## config.mk

```make
export PLATFORM = sky130hd
export DESIGN_NAME = act_top
export DESIGN_NICKNAME = d
export VERILOG_FILES = /design/src/rtl/act_pkg.sv /design/src/rtl/act_top.sv
export SDC_FILE = /design/constraint.sdc
export NUM_CORES = 1
export LEC_CHECK = 0
export BUFFER_PORTS_ARGS = -buffer_cell sky130_fd_sc_hd__buf_2
export CORE_MARGIN = 8
export CORE_UTILIZATION = 40
export CTS_CLUSTER_DIAMETER = 120
export DETAILED_ROUTE_END_ITERATION = 7
export GPL_ROUTABILITY_DRIVEN = 0
export HOLD_SLACK_MARGIN = 0.02
export PLACE_DENSITY_LB_ADDON = 0.1
export SYNTH_ARGS = -nofsm -noshare
export SYNTH_HDL_FRONTEND = slang
export SYNTH_SLANG_ARGS = --single-unit
export TNS_END_PERCENT = 5
```

## constraint.sdc

```tcl
create_clock -name clk_i -period 8.2 [get_ports clk_i]
set_input_delay 1.23 -clock clk_i [delete_from_list [all_inputs] [get_ports clk_i]]
set_output_delay 1.23 -clock clk_i [all_outputs]
set_load 0.005 [all_outputs]
```

## src/rtl/act_pkg.sv

```systemverilog
// Package: register map, field positions and codes for the converter control
package act_pkg;

	// ------------------------------------------------------------------
	// Register byte addresses (word aligned)
	// ------------------------------------------------------------------
	localparam logic [7:0] ACT_OFS_CTRL0    = 8'h00;
	localparam logic [7:0] ACT_OFS_SRCCLK   = 8'h04;
	localparam logic [7:0] ACT_OFS_AMPREF   = 8'h08;
	localparam logic [7:0] ACT_OFS_TRIG     = 8'h0C;
	localparam logic [7:0] ACT_OFS_DELAY    = 8'h10;
	localparam logic [7:0] ACT_OFS_RES_LO   = 8'h14;
	localparam logic [7:0] ACT_OFS_RES_HI   = 8'h18;
	localparam logic [7:0] ACT_OFS_LOWB_LO  = 8'h1C;
	localparam logic [7:0] ACT_OFS_LOWB_HI  = 8'h20;
	localparam logic [7:0] ACT_OFS_HIGHB_LO = 8'h24;
	localparam logic [7:0] ACT_OFS_HIGHB_HI = 8'h28;
	localparam logic [7:0] ACT_OFS_STATUS   = 8'h2C;

	// ------------------------------------------------------------------
	// Reset values
	// ------------------------------------------------------------------
	localparam logic [7:0] ACT_RST_BYTE = 8'h00;

	// ------------------------------------------------------------------
	// Read masks of implemented bits
	// ------------------------------------------------------------------
	localparam logic [7:0] ACT_MSK_CTRL0  = 8'hBF;  // busy bit is read only
	localparam logic [7:0] ACT_MSK_SRCCLK = 8'hE7;
	localparam logic [7:0] ACT_MSK_AMPREF = 8'h9F;
	localparam logic [7:0] ACT_MSK_TRIG   = 8'hFB;

	// ------------------------------------------------------------------
	// Field positions
	// ------------------------------------------------------------------
	localparam int ACT_B_START   = 7;
	localparam int ACT_B_BUSY    = 6;
	localparam int ACT_B_ENABLE  = 5;
	localparam int ACT_B_JUSTIFY = 4;
	localparam int ACT_B_AMPEN   = 7;
	localparam int ACT_B_AMPIN   = 4;
	localparam int ACT_B_TRGSRC  = 7;
	localparam int ACT_B_DLYEN   = 6;
	localparam int ACT_B_PWMSEL  = 5;

	// ------------------------------------------------------------------
	// Codes
	// ------------------------------------------------------------------
	localparam logic [2:0] ACT_SRC_EXT   = 3'h0;
	localparam logic [2:0] ACT_SRC_OPAMP = 3'h1;
	localparam logic [1:0] ACT_CMP_INSIDE = 2'h0;
	localparam logic [1:0] ACT_CMP_LOW    = 2'h1;
	localparam logic [1:0] ACT_CMP_HIGH   = 2'h2;
	localparam logic [3:0] ACT_CH_LAST    = 4'h9;

	// Analog steering toward the converter core
	typedef struct packed {
		logic [9:0] channel_onehot;   // external inputs 0..9, none floats
		logic [2:0] source_code;      // internal source selection
		logic [1:0] reference_code;   // reference selection
		logic       ext_ref_pin_on;   // external reference pin connected
		logic       amp_ref_pin_on;   // amplifier reference-input pin on
		logic       bandgap_to_amp;   // bandgap feeds amplifier
		logic       amp_enable;       // gain amplifier powered
		logic [1:0] gain_code;        // amplifier gain
		logic [2:0] clk_div_code;     // conversion clock divider
	} act_analog_t;

	// Handshake with the converter core
	typedef struct packed {
		logic        start;           // one-cycle conversion start
		logic        core_enable;     // converter powered
	} act_core_req_t;

	typedef struct packed {
		logic        done;            // one-cycle end of conversion
		logic [11:0] result;          // right-aligned result
	} act_core_rsp_t;

endpackage : act_pkg

```

## src/rtl/act_top.sv

```systemverilog
// Converter control and trigger logic with a classic Wishbone slave
// ----------------------------------------------------------------------
// Summary of operation
// - Justify bit places result high or low
// - Channel code picks external input or floats
// - Source code picks external or internal signal
// - Internal source disconnects external channel path
// - Conversion clock is system clock over 2^code
// - Amplifier input pin or bandgap, bandgap disconnects pin
// - Reference select; non-pin choice disconnects pin
// - Gain code selects four amplifier gains
// - Trigger bit picks software start or PWM
// - Event bit picks period or duty match
// - Compare mode flags result against bounds, only with the op-amp source selected
// - Duty channel field picks PWM channel
// - Delay equals count times clock period
// - Delay starts on rising PWM flag edge
// - Unimplemented bits read as zero
// - Start bit high then low starts conversion
// - Busy flag set at start, cleared at end
// - Completion sets converter request flag
// ----------------------------------------------------------------------
//
// The implementer's own choices: the address map and the Wishbone interface to the registers.
`timescale 1ns/1ps

module act_top
	import act_pkg::*;
(
	input  wire logic          clk_i,
	input  wire logic          rst_i,
	input  wire logic          cyc_i,
	input  wire logic          stb_i,
	input  wire logic          we_i,
	input  wire logic [7:0]    adr_i,
	input  wire logic [3:0]    sel_i,
	input  wire logic [31:0]   dat_i,
	output logic      [31:0]   dat_o,
	output logic               ack_o,
	output logic               err_o,
	input  wire logic          pwm_period_flag_i,
	input  wire logic [2:0]    pwm_duty_flag_i,
	input  wire act_core_rsp_t core_rsp_i,
	output act_core_req_t      core_req_o,
	output act_analog_t        analog_o,
	output logic               conv_clk_o,
	output logic               conversion_done_o,
	output logic               compare_hit_o
);

	// ------------------------------------------------------------------
	// Registers
	// ------------------------------------------------------------------
	logic [7:0]  ctrl0_ff;        // start, enable, justify, channel
	logic [7:0]  srcclk_ff;
	logic [7:0]  ampref_ff;
	logic [7:0]  trig_ff;
	logic [7:0]  delay_ff;
	logic [11:0] low_bound_ff;
	logic [11:0] high_bound_ff;
	logic [11:0] result_ff;
	logic        busy_ff;
	logic        done_flag_ff;
	logic        cmp_flag_ff;
	logic        ack_ff;
	logic        err_ff;
	logic [31:0] dat_ff;
	logic        evt_prev_ff;
	logic        dly_run_ff;
	logic [7:0]  dly_cnt_ff;
	logic [6:0]  div_cnt_ff;
	logic        conv_clk_ff;
	logic        start_ff;
	logic        done_ff;
	logic        cmp_hit_ff;

	logic        bus_req;
	logic        wr_lo;
	logic        hit;
	logic [7:0]  nxt_rd;
	logic        sw_start;
	logic        pwm_evt;
	logic        evt_rise;
	logic        pwm_start;
	logic        fire;
	logic        cmp_now;
	logic [11:0] res_new;
	logic [1:0]  cmp_mode;

	// ------------------------------------------------------------------
	// Wishbone decode: one wait state, ack for one cycle
	// ------------------------------------------------------------------
	assign bus_req = cyc_i & stb_i & ~ack_ff & ~err_ff;
	assign wr_lo   = bus_req & we_i & sel_i[0] & hit;
	assign cmp_mode = trig_ff[4:3];

	// Read mux, unimplemented bits masked to zero
	always_comb begin
		hit    = 1'b1;
		nxt_rd = 8'h00;
		unique case (adr_i)
			ACT_OFS_CTRL0:    nxt_rd = (ctrl0_ff & ACT_MSK_CTRL0)
				| {1'b0, busy_ff, 6'h00};
			ACT_OFS_SRCCLK:   nxt_rd = srcclk_ff & ACT_MSK_SRCCLK;
			ACT_OFS_AMPREF:   nxt_rd = ampref_ff & ACT_MSK_AMPREF;
			ACT_OFS_TRIG:     nxt_rd = trig_ff & ACT_MSK_TRIG;
			ACT_OFS_DELAY:    nxt_rd = delay_ff;
			// Low byte by justify
			ACT_OFS_RES_LO:   nxt_rd = ctrl0_ff[ACT_B_JUSTIFY]
				? result_ff[7:0] : {result_ff[3:0], 4'h0};
			ACT_OFS_RES_HI:   nxt_rd = ctrl0_ff[ACT_B_JUSTIFY]
				? {4'h0, result_ff[11:8]} : result_ff[11:4];
			ACT_OFS_LOWB_LO:  nxt_rd = ctrl0_ff[ACT_B_JUSTIFY]
				? low_bound_ff[7:0] : {low_bound_ff[3:0], 4'h0};
			ACT_OFS_LOWB_HI:  nxt_rd = ctrl0_ff[ACT_B_JUSTIFY]
				? {4'h0, low_bound_ff[11:8]} : low_bound_ff[11:4];
			ACT_OFS_HIGHB_LO: nxt_rd = ctrl0_ff[ACT_B_JUSTIFY]
				? high_bound_ff[7:0] : {high_bound_ff[3:0], 4'h0};
			ACT_OFS_HIGHB_HI: nxt_rd = ctrl0_ff[ACT_B_JUSTIFY]
				? {4'h0, high_bound_ff[11:8]} : high_bound_ff[11:4];
			ACT_OFS_STATUS:   nxt_rd = {6'h00, cmp_flag_ff, done_flag_ff};
			default:          hit = 1'b0;
		endcase
	end

	// Bus answer: ack on mapped address, err otherwise
	always_ff @(posedge clk_i) begin
		if (rst_i) begin
			ack_ff <= 1'b0;
			err_ff <= 1'b0;
			dat_ff <= 32'h0000_0000;
		end else begin
			ack_ff <= bus_req & hit;
			err_ff <= bus_req & ~hit;
			dat_ff <= {24'h00_0000, nxt_rd};
		end
	end

	assign ack_o = ack_ff;
	assign err_o = err_ff;
	assign dat_o = dat_ff;

	// ------------------------------------------------------------------
	// Control register writes
	// ------------------------------------------------------------------
	always_ff @(posedge clk_i) begin
		if (rst_i) begin
			ctrl0_ff  <= ACT_RST_BYTE;
			srcclk_ff <= ACT_RST_BYTE;
			ampref_ff <= ACT_RST_BYTE;
			trig_ff   <= ACT_RST_BYTE;
			delay_ff  <= ACT_RST_BYTE;
		end else if (wr_lo) begin
			unique case (adr_i)
				ACT_OFS_CTRL0:  ctrl0_ff  <= dat_i[7:0] & ACT_MSK_CTRL0;
				ACT_OFS_SRCCLK: srcclk_ff <= dat_i[7:0] & ACT_MSK_SRCCLK;
				ACT_OFS_AMPREF: ampref_ff <= dat_i[7:0] & ACT_MSK_AMPREF;
				ACT_OFS_TRIG:   trig_ff   <= dat_i[7:0] & ACT_MSK_TRIG;
				ACT_OFS_DELAY:  delay_ff  <= dat_i[7:0];
				default:        ;
			endcase
		end
	end

	// Boundary values are written only while enabled, bytes placed by justify
	always_ff @(posedge clk_i) begin
		if (rst_i) begin
			low_bound_ff  <= 12'h000;
			high_bound_ff <= 12'h000;
		end else if (wr_lo && ctrl0_ff[ACT_B_ENABLE]) begin
			unique case (adr_i)
				ACT_OFS_LOWB_LO: low_bound_ff <= ctrl0_ff[ACT_B_JUSTIFY]
					? {low_bound_ff[11:8], dat_i[7:0]}
					: {low_bound_ff[11:4], dat_i[7:4]};
				ACT_OFS_LOWB_HI: low_bound_ff <= ctrl0_ff[ACT_B_JUSTIFY]
					? {dat_i[3:0], low_bound_ff[7:0]}
					: {dat_i[7:0], low_bound_ff[3:0]};
				ACT_OFS_HIGHB_LO: high_bound_ff <= ctrl0_ff[ACT_B_JUSTIFY]
					? {high_bound_ff[11:8], dat_i[7:0]}
					: {high_bound_ff[11:4], dat_i[7:4]};
				ACT_OFS_HIGHB_HI: high_bound_ff <= ctrl0_ff[ACT_B_JUSTIFY]
					? {dat_i[3:0], high_bound_ff[7:0]}
					: {dat_i[7:0], high_bound_ff[3:0]};
				default: ;
			endcase
		end
	end

	// ------------------------------------------------------------------
	// Trigger path
	// ------------------------------------------------------------------
	// Start bit falling by a write completes the pulse
	assign sw_start = wr_lo && (adr_i == ACT_OFS_CTRL0)
		&& ctrl0_ff[ACT_B_START] && !dat_i[ACT_B_START];

	// Period or chosen duty flag
	always_comb begin
		if (!trig_ff[ACT_B_PWMSEL]) begin
			pwm_evt = pwm_period_flag_i;
		end else begin
			unique case (trig_ff[1:0])
				2'b00:   pwm_evt = pwm_duty_flag_i[0];
				2'b01:   pwm_evt = pwm_duty_flag_i[1];
				default: pwm_evt = pwm_duty_flag_i[2];
			endcase
		end
	end

	assign evt_rise = pwm_evt & ~evt_prev_ff;

	// Delay counter; a count of N gives N cycles before the start
	always_ff @(posedge clk_i) begin
		if (rst_i) begin
			evt_prev_ff <= 1'b0;
			dly_run_ff  <= 1'b0;
			dly_cnt_ff  <= 8'h00;
		end else begin
			evt_prev_ff <= pwm_evt;
			if (evt_rise && trig_ff[ACT_B_DLYEN] && delay_ff != 8'h00) begin
				dly_run_ff <= 1'b1;
				dly_cnt_ff <= delay_ff - 8'h01;
			end else if (dly_run_ff) begin
				if (dly_cnt_ff == 8'h00) begin
					dly_run_ff <= 1'b0;
				end else begin
					dly_cnt_ff <= dly_cnt_ff - 8'h01;
				end
			end
		end
	end

	// Delay of zero with delay enabled behaves as undelayed
	assign pwm_start = (dly_run_ff && dly_cnt_ff == 8'h00)
		|| (evt_rise && (!trig_ff[ACT_B_DLYEN] || delay_ff == 8'h00));
	assign fire = ctrl0_ff[ACT_B_ENABLE] && !busy_ff
		&& (trig_ff[ACT_B_TRGSRC] ? pwm_start : sw_start);

	// Single-cycle start toward the core
	always_ff @(posedge clk_i) begin
		if (rst_i) begin
			start_ff <= 1'b0;
		end else begin
			start_ff <= fire;
		end
	end

	// Busy set at start, cleared on done; the start wins
	always_ff @(posedge clk_i) begin
		if (rst_i) begin
			busy_ff <= 1'b0;
		end else if (fire) begin
			busy_ff <= 1'b1;
		end else if (core_rsp_i.done) begin
			busy_ff <= 1'b0;
		end
	end

	// ------------------------------------------------------------------
	// Completion, result and compare
	// ------------------------------------------------------------------
	assign res_new = core_rsp_i.result;

	// Compare on the right-aligned new result
	always_comb begin
		unique case (cmp_mode)
			ACT_CMP_INSIDE: cmp_now = (res_new > low_bound_ff)
				&& (res_new < high_bound_ff);
			ACT_CMP_LOW:    cmp_now = res_new <= low_bound_ff;
			ACT_CMP_HIGH:   cmp_now = res_new >= high_bound_ff;
			default:        cmp_now = (res_new <= low_bound_ff)
				|| (res_new >= high_bound_ff);
		endcase
	end

	// Result stored only while enabled; flags set over a W1C clear
	always_ff @(posedge clk_i) begin
		if (rst_i) begin
			result_ff    <= 12'h000;
			done_flag_ff <= 1'b0;
			cmp_flag_ff  <= 1'b0;
			done_ff      <= 1'b0;
			cmp_hit_ff   <= 1'b0;
		end else begin
			done_ff    <= core_rsp_i.done & busy_ff;
			cmp_hit_ff <= core_rsp_i.done & busy_ff & cmp_now
				& (srcclk_ff[7:5] == ACT_SRC_OPAMP);
			if (core_rsp_i.done && busy_ff && ctrl0_ff[ACT_B_ENABLE]) begin
				result_ff <= res_new;
			end
			if (done_ff) begin
				done_flag_ff <= 1'b1;
			end else if (wr_lo && adr_i == ACT_OFS_STATUS && dat_i[0]) begin
				done_flag_ff <= 1'b0;
			end
			if (cmp_hit_ff) begin
				cmp_flag_ff <= 1'b1;
			end else if (wr_lo && adr_i == ACT_OFS_STATUS && dat_i[1]) begin
				cmp_flag_ff <= 1'b0;
			end
		end
	end

	assign conversion_done_o = done_ff;
	assign compare_hit_o     = cmp_hit_ff;

	// ------------------------------------------------------------------
	// Conversion clock: 2^code division of the system clock
	// ------------------------------------------------------------------
	always_ff @(posedge clk_i) begin
		if (rst_i) begin
			div_cnt_ff  <= 7'h00;
			conv_clk_ff <= 1'b0;
		end else begin
			div_cnt_ff <= div_cnt_ff + 7'h01;
			// Code 0 passes the system clock rate as an enable pulse
			conv_clk_ff <= (srcclk_ff[2:0] == 3'h0) ? 1'b1
				: div_cnt_ff[srcclk_ff[2:0] - 3'h1];
		end
	end

	assign conv_clk_o = conv_clk_ff;

	// ------------------------------------------------------------------
	// Analog steering
	// ------------------------------------------------------------------
	always_comb begin
		analog_o = '0;
		// Internal source isolates every external input
		if (srcclk_ff[7:5] == ACT_SRC_EXT && ctrl0_ff[3:0] <= ACT_CH_LAST
			&& ctrl0_ff[3:0] != 4'h1) begin
			analog_o.channel_onehot[ctrl0_ff[3:0]] = 1'b1;
		end
		analog_o.source_code    = srcclk_ff[7:5];
		analog_o.reference_code = ampref_ff[3:2];
		analog_o.ext_ref_pin_on = ampref_ff[3:2] == 2'b01;
		analog_o.bandgap_to_amp = ampref_ff[ACT_B_AMPIN];
		analog_o.amp_ref_pin_on = !ampref_ff[ACT_B_AMPIN];
		analog_o.amp_enable     = ampref_ff[ACT_B_AMPEN];
		analog_o.gain_code      = ampref_ff[1:0];
		analog_o.clk_div_code   = srcclk_ff[2:0];
	end

	assign core_req_o.start       = start_ff;
	assign core_req_o.core_enable = ctrl0_ff[ACT_B_ENABLE];

endmodule : act_top

```

==> Word level (Yosys, flattened, before mapping) <==
Index checks and enable logic that the tools add are counted.
{ "totals": {"reg_bits": 128, "inputBits": 66, "out_inout_bits": 63, "word_cells": 169} }
{ "op_classes": {"addsub": 4, "n_lt_le_gt_ge": 8, "eq_ne": 22, "n_mux": 34, "bitwise": 21, "n_reduce_logical": 53} }
{ "ops": {"columns": ["cell", "n"], "rows": [
  ["$pmux W8 S12", 1],
  ["$mux W8", 10],
  ["$pmux W12 S2", 2],
  ["$eq A8 B5 Y1 const B", 4],
  ["$eq A8 B6 Y1 const B", 4],
  ["$logic_not A8 Y1", 3],
  ["$logic_and A1 B1 Y1", 19],
  ["$eq A8 B4 Y1 const B", 2],
  ["$sub A8 B1 Y8 const B", 2],
  ["$mux W1", 15],
  ["$and A1 B1 Y1", 12],
  ["$ge A12 B12 Y1", 1],
  ["$gt A12 B12 Y1", 1],
  ["$le A12 B12 Y1", 1],
  ["$lt A12 B12 Y1", 1],
  ["$mux W12", 1],
  ["$reduce_and A2 Y1", 6],
  ["$reduce_and A3 Y1", 4],
  ["$reduce_bool A2 Y1", 6],
  ["$reduce_or A12 Y1", 1],
  ["$mux W10", 1],
  ["$ne A2 B2 Y1 const B", 5],
  ["$eq A8 B3 Y1 const B", 1],
  ["$not A1 Y1", 8],
  ["21 further kinds", 31]
]} }

==> Longest topological paths before layout <==
{ "logic_depth": {"ltp_word": 12, "ltp_mapped": 11, "ltp_nobuf": 10} }

==> Worst setup path after synthesis <==
OpenSTA, ideal clock, no wires.
{ "synth_timing": {"path_kind": "in2reg", "startpoint": "input port pwm_duty_flag_i[1]", "endpoint": "register dly_cnt_ff[6]", "setup_time_ps": 86, "t_arrival_ps": 3667, "required_time_ps": 8114, "setup_slack_ps": 4448, "cell_stages": 11, "n_path_buf": 1, "cell_sequence": "mux2_2 -> o211ai_1 -> a211oi_1 -> buf_2 -> mux2i_1 -> ha_1 -> o311ai_0 -> nor4b_1 -> xor2_1 -> nor2_1 -> a211oi_1"} }
{ "synth_between": {"elab_chain_cells": 7, "word_cells_on_any_way": 9, "cone_classes": "eq/ne (1); mux (3); bitwise (1); reduce/logical (4)"} }
{ "synth_rtl": {"columns": ["item", "line_no", "source"], "rows": [
  ["start, declared", "act_top.sv:42", "input wire logic [2:0] pwm_duty_flag_i,"],
  ["$pmux W1 S2 (*)", "act_top.sv:201", "unique case (trig_ff[1:0])"],
  ["$mux W1 (*)", "act_top.sv:198", "if (!trig_ff[ACT_B_PWMSEL]) begin"],
  ["$and A1 B1 Y1 (*)", "act_top.sv:209", "assign evt_rise = pwm_evt & ~evt_prev_ff;"],
  ["$logic_and A1 B1 Y1 (*) (2 in a row)", "act_top.sv:219", "if (evt_rise && trig_ff[ACT_B_DLYEN] && delay_ff != 8'h00) begin"],
  ["$ne A2 B2 Y1 (no line) or $reduce_bool A2 Y1 (tied branches)", null, null],
  ["$reduce_and A2 Y1 (no line)", null, null],
  ["end signal, assigned", "act_top.sv:221", "dly_cnt_ff <= delay_ff - 8'h01;"],
  ["end signal, assigned", "act_top.sv:226", "dly_cnt_ff <= dly_cnt_ff - 8'h01;"],
  ["end, declared", "act_top.sv:70", "logic [7:0] dly_cnt_ff;"]
]} }
Mark *: on every way between the ends. The rest lies on a longest branch, timed or not.
A chain may end at the register's enable or synchronous reset.

==> Worst setup path in the final report <==
{ "layout_timing": {"startpoint": "input port pwm_duty_flag_i[0]", "endpoint": "register dly_cnt_ff[6]"} }
The elaborated chain is that of the path after synthesis.

==> reports/results.ini <==
[min_path]
hp-class=flop to flop

[routing]
post_drt_via_cell_ratio=5.68
num_vias=5676
wl_per_cell_um=19.9
drt-initial-drc-count=610
drc=0
dr.pass1.iters=5
drt-total-wl_mm=19.9
antenna_left=0

[global_route]
antenna_found_initial=0
grt_pass1_vias=5405
grt.total_usage_pct=20.0
gr-total-overflow=0
grt_max_degree=95
grt_pass1_wl_mm=30.8

[floorplanning]
chipWidth_um=140
die_h_um=140
ioPinCount=129
initial_core_util_pct=40.6
num_rows=45
core_um2=15000
dieArea_um2=19500

[worst_setup_path]
worstSetupStartpointType=input pin
arrival_ns=3.66
cp_max_fo=17
worstSetupPathType=input pin to flop
required_ns=8.45
crit_path_end_kind=flop

[timing]
slew_headroom_pct=25.4
fin_crit_sh_pct=41.6
period_minus_slack_ns=3.41
timing.hold.ws_ns=0.463
finalHoldViolations=0
max_freq_mhz=293
rsz0062_at_grt=no
worst_slack_ns=4.79
finalSetupTns_ns=0
slew_viol_final=0
clock_skew_ns=0.00934
setup-violations-final=0
worst_pin_slew_ns=1.12

[synthesis]
synth_area_um2=6110
synth_edf_count=0
async_flop_share_pct=0
synth_ff_type=dfxtp_1
syn_avg_cell_area_um2=8.09
ys_seq_area_share_pct=34.1
synth_cells=755
ys_warn_count=0
ys_ff_latch=104
synth_cell_types=63

[clock_network]
ctsResizeCount=0
cts-buffers-inserted=9
clockBufferDepth=2
cts_hold_buffers=0
clk_pin_slew_ns=0.06
cts_sinks=104
cts_tree=done
htree_num_levels=3
clk_latency_ns=0.35
postCtsSetupBuffers=0
root_buffer=clkbuf_16

[power]
power.density_nw_per_um2=146
finalPower_uw=990
p_leak_nw=2.64
ir_worst_vdd_mv=0.0973

[place]
port_buffers=76
place_ws_ns=4.44
dp_hpwl_mm=14.9
dpl_cell_area_um2=6510

[final_layout]
area_growth_syn_to_layout_pct=11.2
diodes=0
fin_nets=901
drive_above_1_share_pct=14.8
n_fill_cell=1501
final_area_um2=6790

[outcome]
status=finished, final reports clean

[run]
maxCapViolCount=0

[kinds of logic (layout without fill, tap and decap cells)]
family	Yosys count	count (layout)	share of synthesized area, %
compound gates	163	163	17.3
xor+xnor	13	13	1.86
fa+ha+maj	28	28	5.74
buf+inv	95	127	7.62
flops	104	104	34.1
mux	57	57	9.65
other cells	1	25	0.0614
simple gates	294	294	23.7
[Yosys cell counts (all sizes together), types with 2 or more instances]
cell       n  area [um^2]
a2111oi    2         17.5
a211oi    16          120
a21o       4         30.0
a21oi     61          305
a221o      2         20.0
a221oi     4         35.0
a222oi     5         50.1
a22o       5         43.8
a22oi     11         82.6
a31oi      8         50.1
a32o       3         30.0
a32oi      3         26.3
and2       3         18.8
and3      10         62.6
buf       35          240
clkbuf    31          116
dfxtp    104         2080
ha        28          350
inv       29          109
mux2       5         56.3
mux2i     51          510
nand2    105          397
nand2b     6         37.5
nand3     21          115
nand3b     4         30.0
nand4      6         37.5
nor2      88          355
nor2b      7         43.8
nor3      12         65.1
nor4       4         40.0
nor4b      5         56.3
o211ai     4         30.0
o21ai     22          110
o22ai      3         18.8
o31ai      3         22.5
o32ai      2         17.5
or2        2         12.5
or3        5         31.3
or3b       2         17.5
or4        6         45.0
or4b       5         50.1
xnor2      8         70.1
xor2       5         43.8
[flip-flops by register name (all words and copies together) (netlist names), 6 cells and up]
signal and cells:
high_bound_ff 12, ampref_ff 6, result_ff 12, dly_cnt_ff 8
delay_ff 8, srcclk_ff 6, div_cnt_ff 7, trig_ff 7
dat_o 8, low_bound_ff 12, ctrl0_ff 7
[critical path: stages]
cell      delay, ns
buf_2          0.10
mux2_2         0.25
o211ai_1       0.25
a211oi_1       0.11
buf_4          0.21
mux2i_1        0.18
ha_1           0.26
o311ai_0       0.23
nor4b_1        0.41
xor2_1         0.18
nor2_1         0.05
a211oi_1       0.20
[report_power, final]
part	switching [mW]	internal, mW
Sequential	0.00127	0.507
Combinational	0.0492	0.0225
Clock	0.189	0.221
Total	0.240	0.751
[metal layers]
metal / GRT usage (%) / wire length (um) / vias up
li1: - / - / 2740
met1: 26.7 / 9010 / 2669
met2: 31.5 / 8870 / 248
met3: 5.57 / 1710 / 19
met4: 4.57 / 297 / 0
met5: 0 / 0 / -
[layout by cell type (no fill, tap or decap), drive strengths merged, types with 8 or more instances in the layout]
cell | netlist | layout
a21oi | 61 | 61
o21ai | 22 | 22
nor3 | 12 | 12
ha | 28 | 28
a31oi | 8 | 8
nand2 | 105 | 105
buf | 35 | 83
conb | 1 | 25
xnor2 | 8 | 8
and3 | 10 | 10
dfxtp | 104 | 104
clkbuf | 31 | 13
inv | 29 | 29
nand3 | 21 | 21
a22oi | 11 | 11
a211oi | 16 | 16
nor2 | 88 | 88
mux2i | 51 | 51
[final cells by class]
type / count / area (um^2) / area share [%]
flip-flops and latches: 104 / 2080 / 30.7
well taps: 188 / 235 / 3.46
clock buffers: 13 / 260 / 3.83
repair buffers: 83 / 433 / 6.38
inverters: 29 / 109 / 1.60
clock inverters: 2 / 15.0 / 0.221
multi-input cells: 580 / 3650 / 53.8
[path summary, 6_finish.rpt]
path,from,end,slack [ns],depth (start not counted)
max,pwm_duty_flag_i[0],dly_cnt_ff[6],4.79,12
min,result_ff[0],result_ff[0],0.46,2
max reg2reg,delay_ff[0],dly_cnt_ff[6],4.94,11
min reg2reg,result_ff[0],result_ff[0],0.46,2
[stage by stage]
stage / utilization [%] / instances
finish: 45.2 / 999
CTS: 45.2 / 999
global placement: 43.3 / 984
floorplan: - / 779
detailed placement: 43.3 / 984
global route: 45.2 / 999
Power figures use the tool's default switching activity.
